$ cat src/design/ibus_pkg.sv
package ibus_pkg;

    // Instrument bus addresses, full 8-bit match
    localparam logic [7:0] OFS_RES      = 8'h3F;
    localparam logic [7:0] OFS_ATTEN    = 8'h4F;
    localparam logic [7:0] OFS_VOFFSET  = 8'h78;
    localparam logic [7:0] OFS_MODE     = 8'h79;
    localparam logic [7:0] OFS_ST_IN    = 8'h7A;
    localparam logic [7:0] OFS_ST_CTL   = 8'h7B;
    localparam logic [7:0] OFS_VPROC    = 8'h7C;
    localparam logic [7:0] OFS_ST_OUT   = 8'hFA;

    // Field positions
    localparam int STEER_BIT    = 7;
    localparam int PSTRETCH_BIT = 7;
    localparam int IDOFS_BIT    = 6;
    localparam int DMODE_LSB    = 4;
    localparam int RUN_BIT      = 7;
    localparam int CURSOR_LSB   = 5;
    localparam int MAXHOLD_BIT  = 4;
    localparam int VDIFF_BIT    = 3;
    localparam int VIEWB_BIT    = 2;
    localparam int VIEWA_BIT    = 1;
    localparam int SAVEA_BIT    = 0;
    localparam int BLEVEL_BIT   = 0;
    localparam int CLIP_BIT     = 7;
    localparam int ASWITCH_BIT  = 3;

    // Values after reset
    localparam logic [7:0] REG_RESET  = 8'h00;
    localparam logic [2:0] IDX_RESET  = 3'h0;

    // Display storage: one byte per horizontal point
    localparam int           PTR_W      = 9;
    localparam logic [8:0]   LAST_POINT = 9'h1FF;

    typedef struct packed {
        logic       dv_prev;
        logic [7:0] res_bw;
        logic [7:0] res_gain;
        logic [7:0] atten;
        logic [7:0] voffset;
        logic [7:0] mode;
        logic [7:0] vproc;
        logic [7:0] st_ctl;
        logic [2:0] rbw_sel;
        logic       rbw_ok;
        logic [2:0] gain_step;
        logic       gain_ok;
        logic [2:0] clamp_sel;
        logic       clamp_ok;
        logic [2:0] vfilt_sel;
        logic       vfilt_ok;
        logic [2:0] atten_step;
        logic       atten_ok;
    } regs_type;

    typedef struct packed {
        logic [8:0] wr_ptr;
        logic [8:0] rd_ptr;
        logic [7:0] rd_data;
    } store_type;

endpackage

$ cat src/design/code_decode.sv
`timescale 1ns/1ps
// Turns raw data bytes into compact selection indices; ok low marks an unlisted code
module code_decode
    import ibus_pkg::*;
(
    input  wire logic [7:0] data,
    output logic      [2:0] rbw_sel,
    output logic            rbw_ok,
    output logic      [2:0] gain_step,
    output logic            gain_ok,
    output logic      [2:0] clamp_sel,
    output logic            clamp_ok,
    output logic      [2:0] vfilt_sel,
    output logic            vfilt_ok,
    output logic      [2:0] atten_step,
    output logic            atten_ok
);

    // Bandwidth: 0=1 MHz 1=100 kHz 2=10 kHz 3=100 Hz 4=30 Hz; 001 taken as 1 MHz
    always_comb begin
        rbw_ok = 1'b1;
        case (data[2:0])
            3'h1:    rbw_sel = 3'h0;
            3'h2:    rbw_sel = 3'h1;
            3'h3:    rbw_sel = 3'h2;
            3'h5:    rbw_sel = 3'h3;
            3'h6:    rbw_sel = 3'h4;
            default: begin
                rbw_sel = 3'h0;
                rbw_ok  = 1'b0;
            end
        endcase
    end

    // Added gain in 10 dB steps; leveling normal only with bits 6:3 clear
    always_comb begin
        gain_ok = 1'b1;
        case (data[2:0])
            3'h0:    gain_step = 3'h0;
            3'h1:    gain_step = 3'h1;
            3'h4:    gain_step = 3'h2;
            3'h5:    gain_step = 3'h3;
            3'h7:    gain_step = 3'h4;
            default: begin
                gain_step = 3'h0;
                gain_ok   = 1'b0;
            end
        endcase
    end

    // Clamp from bits 5,6,7: 0 none, 1 upper five, 2 lower, 3 lower five
    always_comb begin
        clamp_ok = 1'b1;
        case ({data[5], data[6], data[7]})
            3'h6:    clamp_sel = 3'h0;
            3'h4:    clamp_sel = 3'h1;
            3'h7:    clamp_sel = 3'h2;
            3'h2:    clamp_sel = 3'h3;
            default: begin
                clamp_sel = 3'h0;
                clamp_ok  = 1'b0;
            end
        endcase
    end

    // Video filter: 0 off, 1 30k, 2 3k, 3 300, 4 30, 5 3, 6 0.3 Hz
    always_comb begin
        vfilt_ok = 1'b1;
        case (data[4:1])
            4'h0:    vfilt_sel = 3'h0;
            4'h1:    vfilt_sel = 3'h1;
            4'h9:    vfilt_sel = 3'h2;
            4'hD:    vfilt_sel = 3'h3;
            4'h3:    vfilt_sel = 3'h4;
            4'hB:    vfilt_sel = 3'h5;
            4'hF:    vfilt_sel = 3'h6;
            default: begin
                vfilt_sel = 3'h0;
                vfilt_ok  = 1'b0;
            end
        endcase
    end

    // Attenuation in 10 dB steps from bits 6,2,0; 111 taken as 0 dB, 60 dB unreachable
    always_comb begin
        atten_ok = 1'b1;
        case ({data[6], data[2], data[0]})
            3'h7:    atten_step = 3'h0;
            3'h6:    atten_step = 3'h1;
            3'h3:    atten_step = 3'h2;
            3'h5:    atten_step = 3'h3;
            3'h4:    atten_step = 3'h4;
            3'h1:    atten_step = 3'h5;
            default: begin
                atten_step = 3'h0;
                atten_ok   = 1'b0;
            end
        endcase
    end

endmodule // code_decode

$ cat src/design/display_store.sv
`timescale 1ns/1ps
// Display storage with auto-advancing input and output point counters
module display_store
    import ibus_pkg::*;
(
    input  wire logic       clk,
    input  wire logic       rst_n,
    input  wire logic       wr_take,
    input  wire logic       restart,
    input  wire logic       rd_load,
    input  wire logic       rd_adv,
    input  wire logic [7:0] wr_data,
    output logic      [7:0] rd_data
);

    logic [7:0] mem [0:LAST_POINT];
    store_type  s_r;
    store_type  s_nxt;

    // Counters wrap after the last point so a full trace can be streamed repeatedly
    always_comb begin
        s_nxt = s_r;
        if (restart) begin
            s_nxt.wr_ptr = '0;
            s_nxt.rd_ptr = '0;
        end else begin
            if (wr_take) begin
                s_nxt.wr_ptr = (s_r.wr_ptr == LAST_POINT) ? '0 : s_r.wr_ptr + 9'h001;
            end
            if (rd_adv) begin
                s_nxt.rd_ptr = (s_r.rd_ptr == LAST_POINT) ? '0 : s_r.rd_ptr + 9'h001;
            end
        end
        if (rd_load) begin
            s_nxt.rd_data = mem[s_r.rd_ptr];
        end
    end

    always_ff @(posedge clk) begin
        if (!rst_n) begin
            s_r <= '{wr_ptr: '0, rd_ptr: '0, rd_data: REG_RESET};
        end else begin
            s_r <= s_nxt;
        end
    end

    // Array has no reset; contents are undefined until written
    always_ff @(posedge clk) begin
        if (wr_take) begin
            mem[s_r.wr_ptr] <= wr_data;
        end
    end

    assign rd_data = s_r.rd_data;
endmodule // display_store

$ cat src/design/ibus_regs.sv
`timescale 1ns/1ps
// What this block does; R16, R17 and R18 are the host's duties
// Write 3F with bit 7 set loads bandwidth bits 2:0, gain kept.
// Write 3F with bit 7 clear loads gain bits 6:0, bandwidth kept.
// Bandwidth code decodes to 1M, 100k, 10k, 100, 30 Hz.
// Gain byte: bits 6:3 zero is normal leveling; bits 2:0 pick gain.
// Register 78 holds an 8-bit video offset, quarter dB per count.
// Register 79: stretcher, identify offset, display mode, log scale factor.
// Register 7C bits 5,6,7 select out-of-band clamping.
// Register 7C bits 4:1 select video filter; bit 0 base-line leveling.
// Each write to 7A stores at input counter, which then advances.
// Any write to 7B clears the input counter.
// Reads of FA stream stored values left to right; 7B restarts.
// Register 7B: bit 7 run/halt acquisition, bits 6:5 cursor source.
// Register 7B bits 4:0 enable peak hold, difference, B, A, freeze A.
// Register 4F bit 7 switches the baseline clipper.
// Register 4F bits 6,2,0 select RF attenuation.
// Host keeps 4F bits 5:4 zero and holds bit 3 low 100 ms.
// Host writes upper nibble as first hex digit, lower as second.
// Address changes only with strobe low, data only with strobe high.
// Each register is fully address decoded and holds until rewritten.
// Storage counters wrap after the last display point.
module ibus_regs
    import ibus_pkg::*;
(
    input  wire logic       CORE_CLK,
    input  wire logic       RST_N,
    input  wire logic [7:0] ADDR,
    input  wire logic [7:0] DATA_IN,
    input  wire logic       DATA_VALID,
    output logic      [7:0] DATA_OUT,
    output logic            DATA_OE_N,
    output logic      [2:0] RBW_CODE,
    output logic      [2:0] RBW_SEL,
    output logic            RBW_VALID,
    output logic      [3:0] LEVELING,
    output logic            LEVEL_NORMAL,
    output logic      [2:0] GAIN_STEP,
    output logic            GAIN_VALID,
    output logic      [7:0] VIDEO_OFFSET,
    output logic            PULSE_STRETCH,
    output logic            IDENT_OFFSET,
    output logic      [1:0] DISPLAY_MODE,
    output logic      [3:0] LOG_SCALE,
    output logic      [2:0] CLAMP_SEL,
    output logic            CLAMP_VALID,
    output logic      [2:0] VFILT_SEL,
    output logic            VFILT_VALID,
    output logic            BASELINE_LEVEL,
    output logic            ACQ_RUN,
    output logic      [1:0] LEVEL_CURSOR_SOURCE,
    output logic            PEAK_HOLD,
    output logic            VIEW_DIFF,
    output logic            VIEW_B,
    output logic            VIEW_A,
    output logic            FREEZE_A,
    output logic            CLIPPER_ON,
    output logic            ATTEN_SWITCH,
    output logic      [2:0] ATTEN_STEP,
    output logic            ATTEN_VALID
);

    regs_type   r_r;
    regs_type   r_nxt;
    logic       wr_take;
    logic       fall;
    logic       rd_sel;
    logic [2:0] d_rbw;
    logic       d_rbw_ok;
    logic [2:0] d_gain;
    logic       d_gain_ok;
    logic [2:0] d_clamp;
    logic       d_clamp_ok;
    logic [2:0] d_vfilt;
    logic       d_vfilt_ok;
    logic [2:0] d_atten;
    logic       d_atten_ok;

    // A transfer completes on the strobe's rising edge: address and data are both settled then
    assign wr_take = DATA_VALID && !r_r.dv_prev && !ADDR[7];
    assign fall    = !DATA_VALID && r_r.dv_prev;
    assign rd_sel  = ADDR == OFS_ST_OUT;

    code_decode u_decode (
        .data       (DATA_IN),
        .rbw_sel    (d_rbw),
        .rbw_ok     (d_rbw_ok),
        .gain_step  (d_gain),
        .gain_ok    (d_gain_ok),
        .clamp_sel  (d_clamp),
        .clamp_ok   (d_clamp_ok),
        .vfilt_sel  (d_vfilt),
        .vfilt_ok   (d_vfilt_ok),
        .atten_step (d_atten),
        .atten_ok   (d_atten_ok)
    );

    // Register writes; decoded indices are captured with the byte so outputs come from flops
    always_comb begin
        r_nxt         = r_r;
        r_nxt.dv_prev = DATA_VALID;
        if (wr_take) begin
            unique case (ADDR)
                OFS_RES: begin
                    if (DATA_IN[STEER_BIT]) begin
                        r_nxt.res_bw  = DATA_IN;
                        r_nxt.rbw_sel = d_rbw;
                        r_nxt.rbw_ok  = d_rbw_ok;
                    end else begin
                        r_nxt.res_gain  = DATA_IN;
                        r_nxt.gain_step = d_gain;
                        r_nxt.gain_ok   = d_gain_ok;
                    end
                end
                OFS_VOFFSET: r_nxt.voffset = DATA_IN;
                OFS_MODE:    r_nxt.mode    = DATA_IN;
                OFS_VPROC: begin
                    r_nxt.vproc     = DATA_IN;
                    r_nxt.clamp_sel = d_clamp;
                    r_nxt.clamp_ok  = d_clamp_ok;
                    r_nxt.vfilt_sel = d_vfilt;
                    r_nxt.vfilt_ok  = d_vfilt_ok;
                end
                OFS_ST_CTL:  r_nxt.st_ctl = DATA_IN;
                OFS_ATTEN: begin
                    // Bits 5:4 and the switch timing are the host's duty; stored as given
                    r_nxt.atten      = DATA_IN;
                    r_nxt.atten_step = d_atten;
                    r_nxt.atten_ok   = d_atten_ok;
                end
                default: ;
            endcase
        end
    end

    always_ff @(posedge CORE_CLK) begin
        if (!RST_N) begin
            r_r <= '{dv_prev: 1'b1, res_bw: REG_RESET, res_gain: REG_RESET, atten: REG_RESET,
                     voffset: REG_RESET, mode: REG_RESET, vproc: REG_RESET, st_ctl: REG_RESET,
                     rbw_sel: IDX_RESET, rbw_ok: 1'b0, gain_step: IDX_RESET, gain_ok: 1'b1,
                     clamp_sel: IDX_RESET, clamp_ok: 1'b0, vfilt_sel: IDX_RESET, vfilt_ok: 1'b1,
                     atten_step: IDX_RESET, atten_ok: 1'b0};
        end else begin
            r_r <= r_nxt;
        end
    end

    // Storage: a write to the control address also rewinds both counters
    display_store u_store (
        .clk     (CORE_CLK),
        .rst_n   (RST_N),
        .wr_take (wr_take && ADDR == OFS_ST_IN),
        .restart (wr_take && ADDR == OFS_ST_CTL),
        .rd_load (fall && rd_sel),
        .rd_adv  (DATA_VALID && !r_r.dv_prev && rd_sel),
        .wr_data (DATA_IN),
        .rd_data (DATA_OUT)
    );

    // Drive only from the second low cycle, once the fetched byte sits in its flop
    assign DATA_OE_N = !(!DATA_VALID && !r_r.dv_prev && rd_sel);

    // Output fields
    assign RBW_CODE            = r_r.res_bw[2:0];
    assign RBW_SEL             = r_r.rbw_sel;
    assign RBW_VALID           = r_r.rbw_ok;
    assign LEVELING            = r_r.res_gain[6:3];
    assign LEVEL_NORMAL        = r_r.res_gain[6:3] == 4'h0;
    assign GAIN_STEP           = r_r.gain_step;
    assign GAIN_VALID          = r_r.gain_ok;
    assign VIDEO_OFFSET        = r_r.voffset;
    assign PULSE_STRETCH       = r_r.mode[PSTRETCH_BIT];
    assign IDENT_OFFSET        = r_r.mode[IDOFS_BIT];
    assign DISPLAY_MODE        = r_r.mode[DMODE_LSB +: 2];
    assign LOG_SCALE           = r_r.mode[3:0];
    assign CLAMP_SEL           = r_r.clamp_sel;
    assign CLAMP_VALID         = r_r.clamp_ok;
    assign VFILT_SEL           = r_r.vfilt_sel;
    assign VFILT_VALID         = r_r.vfilt_ok;
    assign BASELINE_LEVEL      = r_r.vproc[BLEVEL_BIT];
    assign ACQ_RUN             = r_r.st_ctl[RUN_BIT];
    assign LEVEL_CURSOR_SOURCE = r_r.st_ctl[CURSOR_LSB +: 2];
    assign PEAK_HOLD           = r_r.st_ctl[MAXHOLD_BIT];
    assign VIEW_DIFF           = r_r.st_ctl[VDIFF_BIT];
    assign VIEW_B              = r_r.st_ctl[VIEWB_BIT];
    assign VIEW_A              = r_r.st_ctl[VIEWA_BIT];
    assign FREEZE_A            = r_r.st_ctl[SAVEA_BIT];
    assign CLIPPER_ON          = r_r.atten[CLIP_BIT];
    assign ATTEN_SWITCH        = r_r.atten[ASWITCH_BIT];
    assign ATTEN_STEP          = r_r.atten_step;
    assign ATTEN_VALID         = r_r.atten_ok;
endmodule // ibus_regs

$ cat config.mk
export PLATFORM = sky130hd
export DESIGN_NAME = ibus_regs
export DESIGN_NICKNAME = d
export VERILOG_FILES = /design/src/design/ibus_pkg.sv /design/src/design/code_decode.sv /design/src/design/display_store.sv /design/src/design/ibus_regs.sv
export SDC_FILE = /design/constraint.sdc
export NUM_CORES = 2
export LEC_CHECK = 0
export BUFFER_PORTS_ARGS = -buffer_cell sky130_fd_sc_hd__buf_4
export CORE_UTILIZATION = 40
export DETAILED_ROUTE_END_ITERATION = 10
export PLACE_DENSITY = 0.59
export RECOVER_POWER = 100
export SYNTH_ARGS = -nofsm -noshare
export SYNTH_HDL_FRONTEND = slang
export SYNTH_HIERARCHICAL = 1
export SYNTH_SLANG_ARGS = --single-unit
export TNS_END_PERCENT = 100
$ cat constraint.sdc
create_clock -name CORE_CLK -period 5.9 [get_ports CORE_CLK]
set_input_delay 0.59 -clock CORE_CLK [delete_from_list [all_inputs] [get_ports CORE_CLK]]
set_output_delay 0.59 -clock CORE_CLK [all_outputs]
set_load 0.1 [all_outputs]
Word-level counts from Yosys, hierarchy flattened
Memory sizes are Yosys's and may differ from the RTL's. A register that Yosys moved wholly into a read port is not among the register bits.
Index checks and enable logic that the tools add are counted.
{ "totals": {"ff_bits": 82, "mem_bits_rw": 4096, "input_bits": 19, "wordCells": 102, "mem_count": 1} }
{ "op_classes": {"n_addsub": 2, "eq_ne": 33, "n_mux": 14, "bitwise": 2, "reduce_logical": 30} }
{ "mem_list": {"columns": ["memory", "words", "width", "read_ports", "rd_ports_with_merged_regs", "write_ports", "line_no", "source"], "rows": [
  ["u_store.mem", 512, 8, 1, 1, 1, "display_store.sv:16", "logic [7:0] mem [0:LAST_POINT];"]
]} }
{ "ops": {"columns": ["operator", "n"], "rows": [
  ["$eq A8 B7 Y1 const B", 6],
  ["$eq A3 B3 Y1 const B", 11],
  ["$pmux W3 S4", 2],
  ["$add A9 B1 Y9 const B", 2],
  ["$eq A9 B9 Y1 const B", 2],
  ["$mux W9", 2],
  ["$pmux W3 S6", 1],
  ["$eq A4 B4 Y1 const B", 4],
  ["$pmux W3 S5", 1],
  ["$eq A3 B2 Y1 const B", 4],
  ["$reduce_and A2 Y1", 5],
  ["$reduce_or A5 Y1", 2],
  ["$logic_and A1 B1 Y1", 9],
  ["$eq A8 B6 Y1 const B", 1],
  ["$eq A8 B8 Y1 const B", 1],
  ["$logic_not A4 Y1", 2],
  ["$mux W1", 7],
  ["$reduce_or A7 Y1", 1],
  ["$eq A3 B1 Y1 const B", 2],
  ["$pmux W2 S3", 1],
  ["$reduce_and A3 Y1", 2],
  ["$reduce_or A6 Y1", 1],
  ["$logic_not A1 Y1", 5],
  ["$eq A4 B1 Y1 const B", 1],
  ["5 further kinds", 6]
]} }

Depth between registers and ports, before layout
{ "depth": {"ltp_word": 6, "depth_mapped": 15, "mapped_depth_nobuf": 10} }

Hierarchy
The synthesis kept the hierarchy.
{ "by_module_without_submodules": {"columns": ["mod", "instances", "cells_per_inst", "area_per_inst_um2"], "rows": [
  ["display_store", 1, 7944, 161537.4],
  ["ibus_regs", 1, 269, 2551.2],
  ["code_decode", 1, 44, 257.7]
]} }

Least setup slack after synthesis
No wires, ideal clock.
{ "synth_timing": {"kind": "reg2out", "start": "register r_r (netlist bit LEVELING[3])", "end": "output LEVEL_NORMAL", "t_arrival_ns": 3.245, "slack_ns": 2.065, "path_stages_with_launch": 2, "cell_sequence": "dfxtp_1 -> nor4_1"} }
{ "synth_via": {"elab_chain_len": 1} }
{ "synth_rtl": {"columns": ["item", "line_no", "source"], "rows": [
  ["from (decl)", "ibus_regs.sv:63", "regs_type r_r;"],
  ["from (signal assigned)", "ibus_regs.sv:138", "r_r <= '{dv_prev: 1'b1, res_bw: REG_RESET, res_gain: REG_RESET, atten: REG_RESET,"],
  ["from (signal assigned)", "ibus_regs.sv:144", "r_r <= r_nxt;"],
  ["$logic_not A4 Y1", "ibus_regs.sv:168", "assign LEVEL_NORMAL = r_r.res_gain[6:3] == 4'h0;"],
  ["to (decl)", "ibus_regs.sv:37", "output logic LEVEL_NORMAL,"]
]} }
Every way passes these cells.

==> results by group <==
Floorplan
  • Area of the die: 413,000 um2
  • Num ports: just over 80
  • Die W: around 640 um
  • Die Height: between 600 and 700 um
  • Initial Utilization: approximately two fifths
  • Core area: a little over 400,000 um2
  • Num rows: between 200 and 250

STA
  • Final Max Slew Viols: about 1,800
  • Worst slew pin tran: approximately 5.3 ns
  • Tcrit/Tclk final: 94.0%
  • Hold Fails Final Rpt: 0
  • Final setup fails: 0
  • Highest clock rate: between 150 and 200 MHz
  • Slew margin rel.: -256%
  • RSZ-0062 raised after global routing: no
  • Clk_skew: between 0.04 and 0.05 ns
  • Post-layout minimum cycle time: approximately 5.5 ns
  • Setup TNS: 0 ns

Placement
  • GPL Wtd Cong: 0.895
  • IO Port Bufs: 82
  • DP HPWL: just under 300,000 um

Global route
  • Largest net degree at the start of global routing: 151
  • Total gr overflow: 0
  • Initial antenna violation count: 19
  • Overall Global Routing Usage: 23.3%
  • Vias in the first global route: approximately 86,000
  • Global-route wire length before repair: ~680,000 um

Logic synthesis
  • Yosys warnings: 6
  • Area share of the largest cell type after synthesis: between 70% and 80%
  • Post-synth cell types: 82
  • Syn avg cell area: ~20 um2
  • Flop and latch count out of synthesis: about 4,200
  • Synth area leader: edfxtp_1
  • EDFF count, synth: just over 4,000
  • Mapped cell area: between 150,000 and 200,000 um2
  • Post-synth top flop: edfxtp_1
  • Dominant cells by area after synthesis: edfxtp_1, mux4_2, mux2i_1
  • Syn Nets: between 8,000 and 9,000
  • Register area share after synthesis: 75.8%
  • Async S/R FF share, synth: 0%
  • Post-Synthesis Cells: between 8,000 and 9,000

Power and ir drop
  • Logic gate share of total power: approximately 1.1%
  • Design Power: around 60 mW
  • Leakage power: approximately 54 nW
  • PwrDens: ~320 nW/um2
  • Switch share: between 20% and 30%
  • Flop pwr share: ~55%
  • Net Switching: approximately 12 mW
  • Clk pwr share: between 40% and 50%
  • P_int: between 40 and 50 mW
  • Max VDD drop: about 0.00022 V

Critical path
  • Launch point of the worst path: u_store/s_r[11]
  • CP Data Required Time: a little under 7 ns
  • CP Capture Type: flop
  • Startpoint Class: flop
  • Critical path fanouts, max: 27
  • Critical R2R Launch: u_store/s_r[11]
  • CP cell instances: clkbuf_2 > and2_0 > a22oi_1 > a31oi_1 > o21ai_0 > o211a_1 > or3_1 > a32o_1
  • CP arrival: around 6.4 ns
  • Slowest CP cell: and2_0
  • Critical path class: reg -> reg
  • CP peak stage delay: approximately 1.5 ns

Clock tree
  • Clock root cell: clkbuf_16
  • Clock transition at the registers of the reported paths: roughly 0.07 ns
  • Clk sinks: roughly 4,200
  • Clock Path Buffers: 4
  • CTS tree: yes
  • Clk Latency, worst-skew pair: 0.98 ns
  • Total CTS buffers: 419
  • H-tree depth: 5

Flow run
  • Max-cap violations: 31

Final layout
  • FILL cells: between 30,000 and 40,000
  • Layout cells sized above 1: between 15 and 20%
  • Commonest non-fill, non-tap cell in the layout: edfxtp_1
  • Nets: 8,624
  • Most frequent cells in the layout: edfxtp_1, mux4_2, nor2_1
  • Layout area overhead: 12.4%

Worst hold path
  • Hold path start: ADDR[4]
  • Hold Path Class: in -> reg

Route
  • Drt initial violations: ~12,000
  • Routed Antenna Nets: 0
  • Routed vias: 87,200
  • DRC: 0
  • Via density: slightly above 6
  • Drt pass-1 iters: 6
  • Routed Wire Length: about 500,000 um
  • Avg WL per Cell: about 34 um

Run status
  • Failing checks: max-capacitance violations, max-slew violations
  • Run status: finished, violations left
-- logic make-up after synthesis --
logic type / share of synthesized area [%]
AOI/OAI and AO/OA: 3.62
xor gates and xnor gates: 0.0746
adders and majority gates: 0.0601
buffers and inverters: 2.41
DFF: 75.8
muxes: 14.9
other: 0.00228
and+or+nand+nor: 3.06
-- state kept, by name, summed over array words and instances, names as in the netlist, 2 cells and up --
| register | count |
|---|---|
| ATTEN_STEP | 3 |
| CLAMP_SEL | 3 |
| DISPLAY_MODE | 2 |
| GAIN_STEP | 3 |
| LEVELING | 4 |
| LEVEL_CURSOR_SOURCE | 2 |
| LOG_SCALE | 4 |
| RBW_CODE | 3 |
| RBW_SEL | 3 |
| VFILT_SEL | 3 |
| VIDEO_OFFSET | 8 |
| u_store/mem | 4096 |
| u_store/rd_data | 8 |
| u_store/s_r | 18 |
-- power groups by stage --
stage                     clock (mW)  combinational, mW  sequential [mW]
after global placement             0              0.671             33.2
after floorplan                    0             0.0523             33.2
after detailed placement           0              0.694             33.2
after CTS                       26.9              0.691             32.5
after global routing            27.9              0.703             32.6
final                           26.6              0.667             32.6
-- stage by stage --
| step | cell area, um2 | setup WS [ns] | cells | utilization [%] | hold slack (ns) |
|---|---|---|---|---|---|
| after floorplan | 164000 | 2.07 | 8257 | - | 0.435 |
| after global placement | 172000 | 1.01 | 13600 | 42.1 | 0.445 |
| after detailed placement | 172000 | 1.03 | 13600 | 42.1 | 0.451 |
| after CTS | 186000 | 1.25 | 14400 | 45.4 | 0.0238 |
| after global routing | 185000 | 0.493 | 14400 | 45.1 | 0.0636 |
| final | 185000 | 0.353 | 14400 | 45.1 | 0.0966 |
-- cells in the mapped netlist, types with 10 or more instances --
cell       instances
buf_8             25
o221ai_1         201
buf_4             86
dfxtp_1           81
buf_6             94
nand4_1           16
mux4_1            10
nor2b_1           32
a221oi_1          15
and3_1            11
nand2_1          270
mux2_2            18
inv_1             10
o211ai_1          12
and2_1            19
nand2b_1          18
o22ai_1          137
edfxtp_1        4096
buf_1             32
o21ai_1           11
nor2_1           639
nor3_1            56
a21oi_1          165
buf_2             98
mux2i_1          609
a31oi_1           29
o31ai_1           13
buf_12            17
a2111oi_0         11
mux4_2           799
clkbuf_1         213
a22oi_1           51
nand3_1           47
nor4_1            23
o21ai_0          105
a211oi_1          36
-- final timing paths --
kind | to | slack, ns | cells after the start
min reg2reg | ATTEN_STEP[1] | 0.46 | 2
max | u_store/rd_data[5] | 0.35 | 8
max reg2reg | u_store/rd_data[5] | 0.35 | 8
min | ATTEN_SWITCH | 0.1 | 4
-- critical path: cells and delay by family (launching register included) --
family / cells / cell delay [ns]
AO/OA/AOI/OAI: 5 / 1.56
AND/OR/NAND/NOR: 2 / 1.98
buffers and inverters: 1 / 0.88
flip-flops: 1 / 1.00
-- per-layer routing --
metal	track usage, %	wire length [um]	up-vias
met5	0	204	-
met4	8.23	19800	18
met3	5.28	51300	833
met2	36.1	226000	5178
met1	32.4	194000	46500
li1	-	-	34700
-- area by class of cell --
type	instances	area [um2]	share of cell area [%]
inverters	13	66.3	0.0359
diodes	12	30.0	0.0163
repair buffers	495	3570	1.93
flip-flops and latches	4177	125000	67.5
clock inverters	257	2600	1.41
multi-input cells	3492	36000	19.5
well taps	5451	6820	3.69
clock buffers	516	11000	5.95
-- what timing repair did --
action / CTS / global route
hold endpoints to repair: 12 / 0
setup buffers: 0 / 0
resized for setup: 0 / 0
hold buffers: 3 / 0
Power figures use the tool's default switching activity.
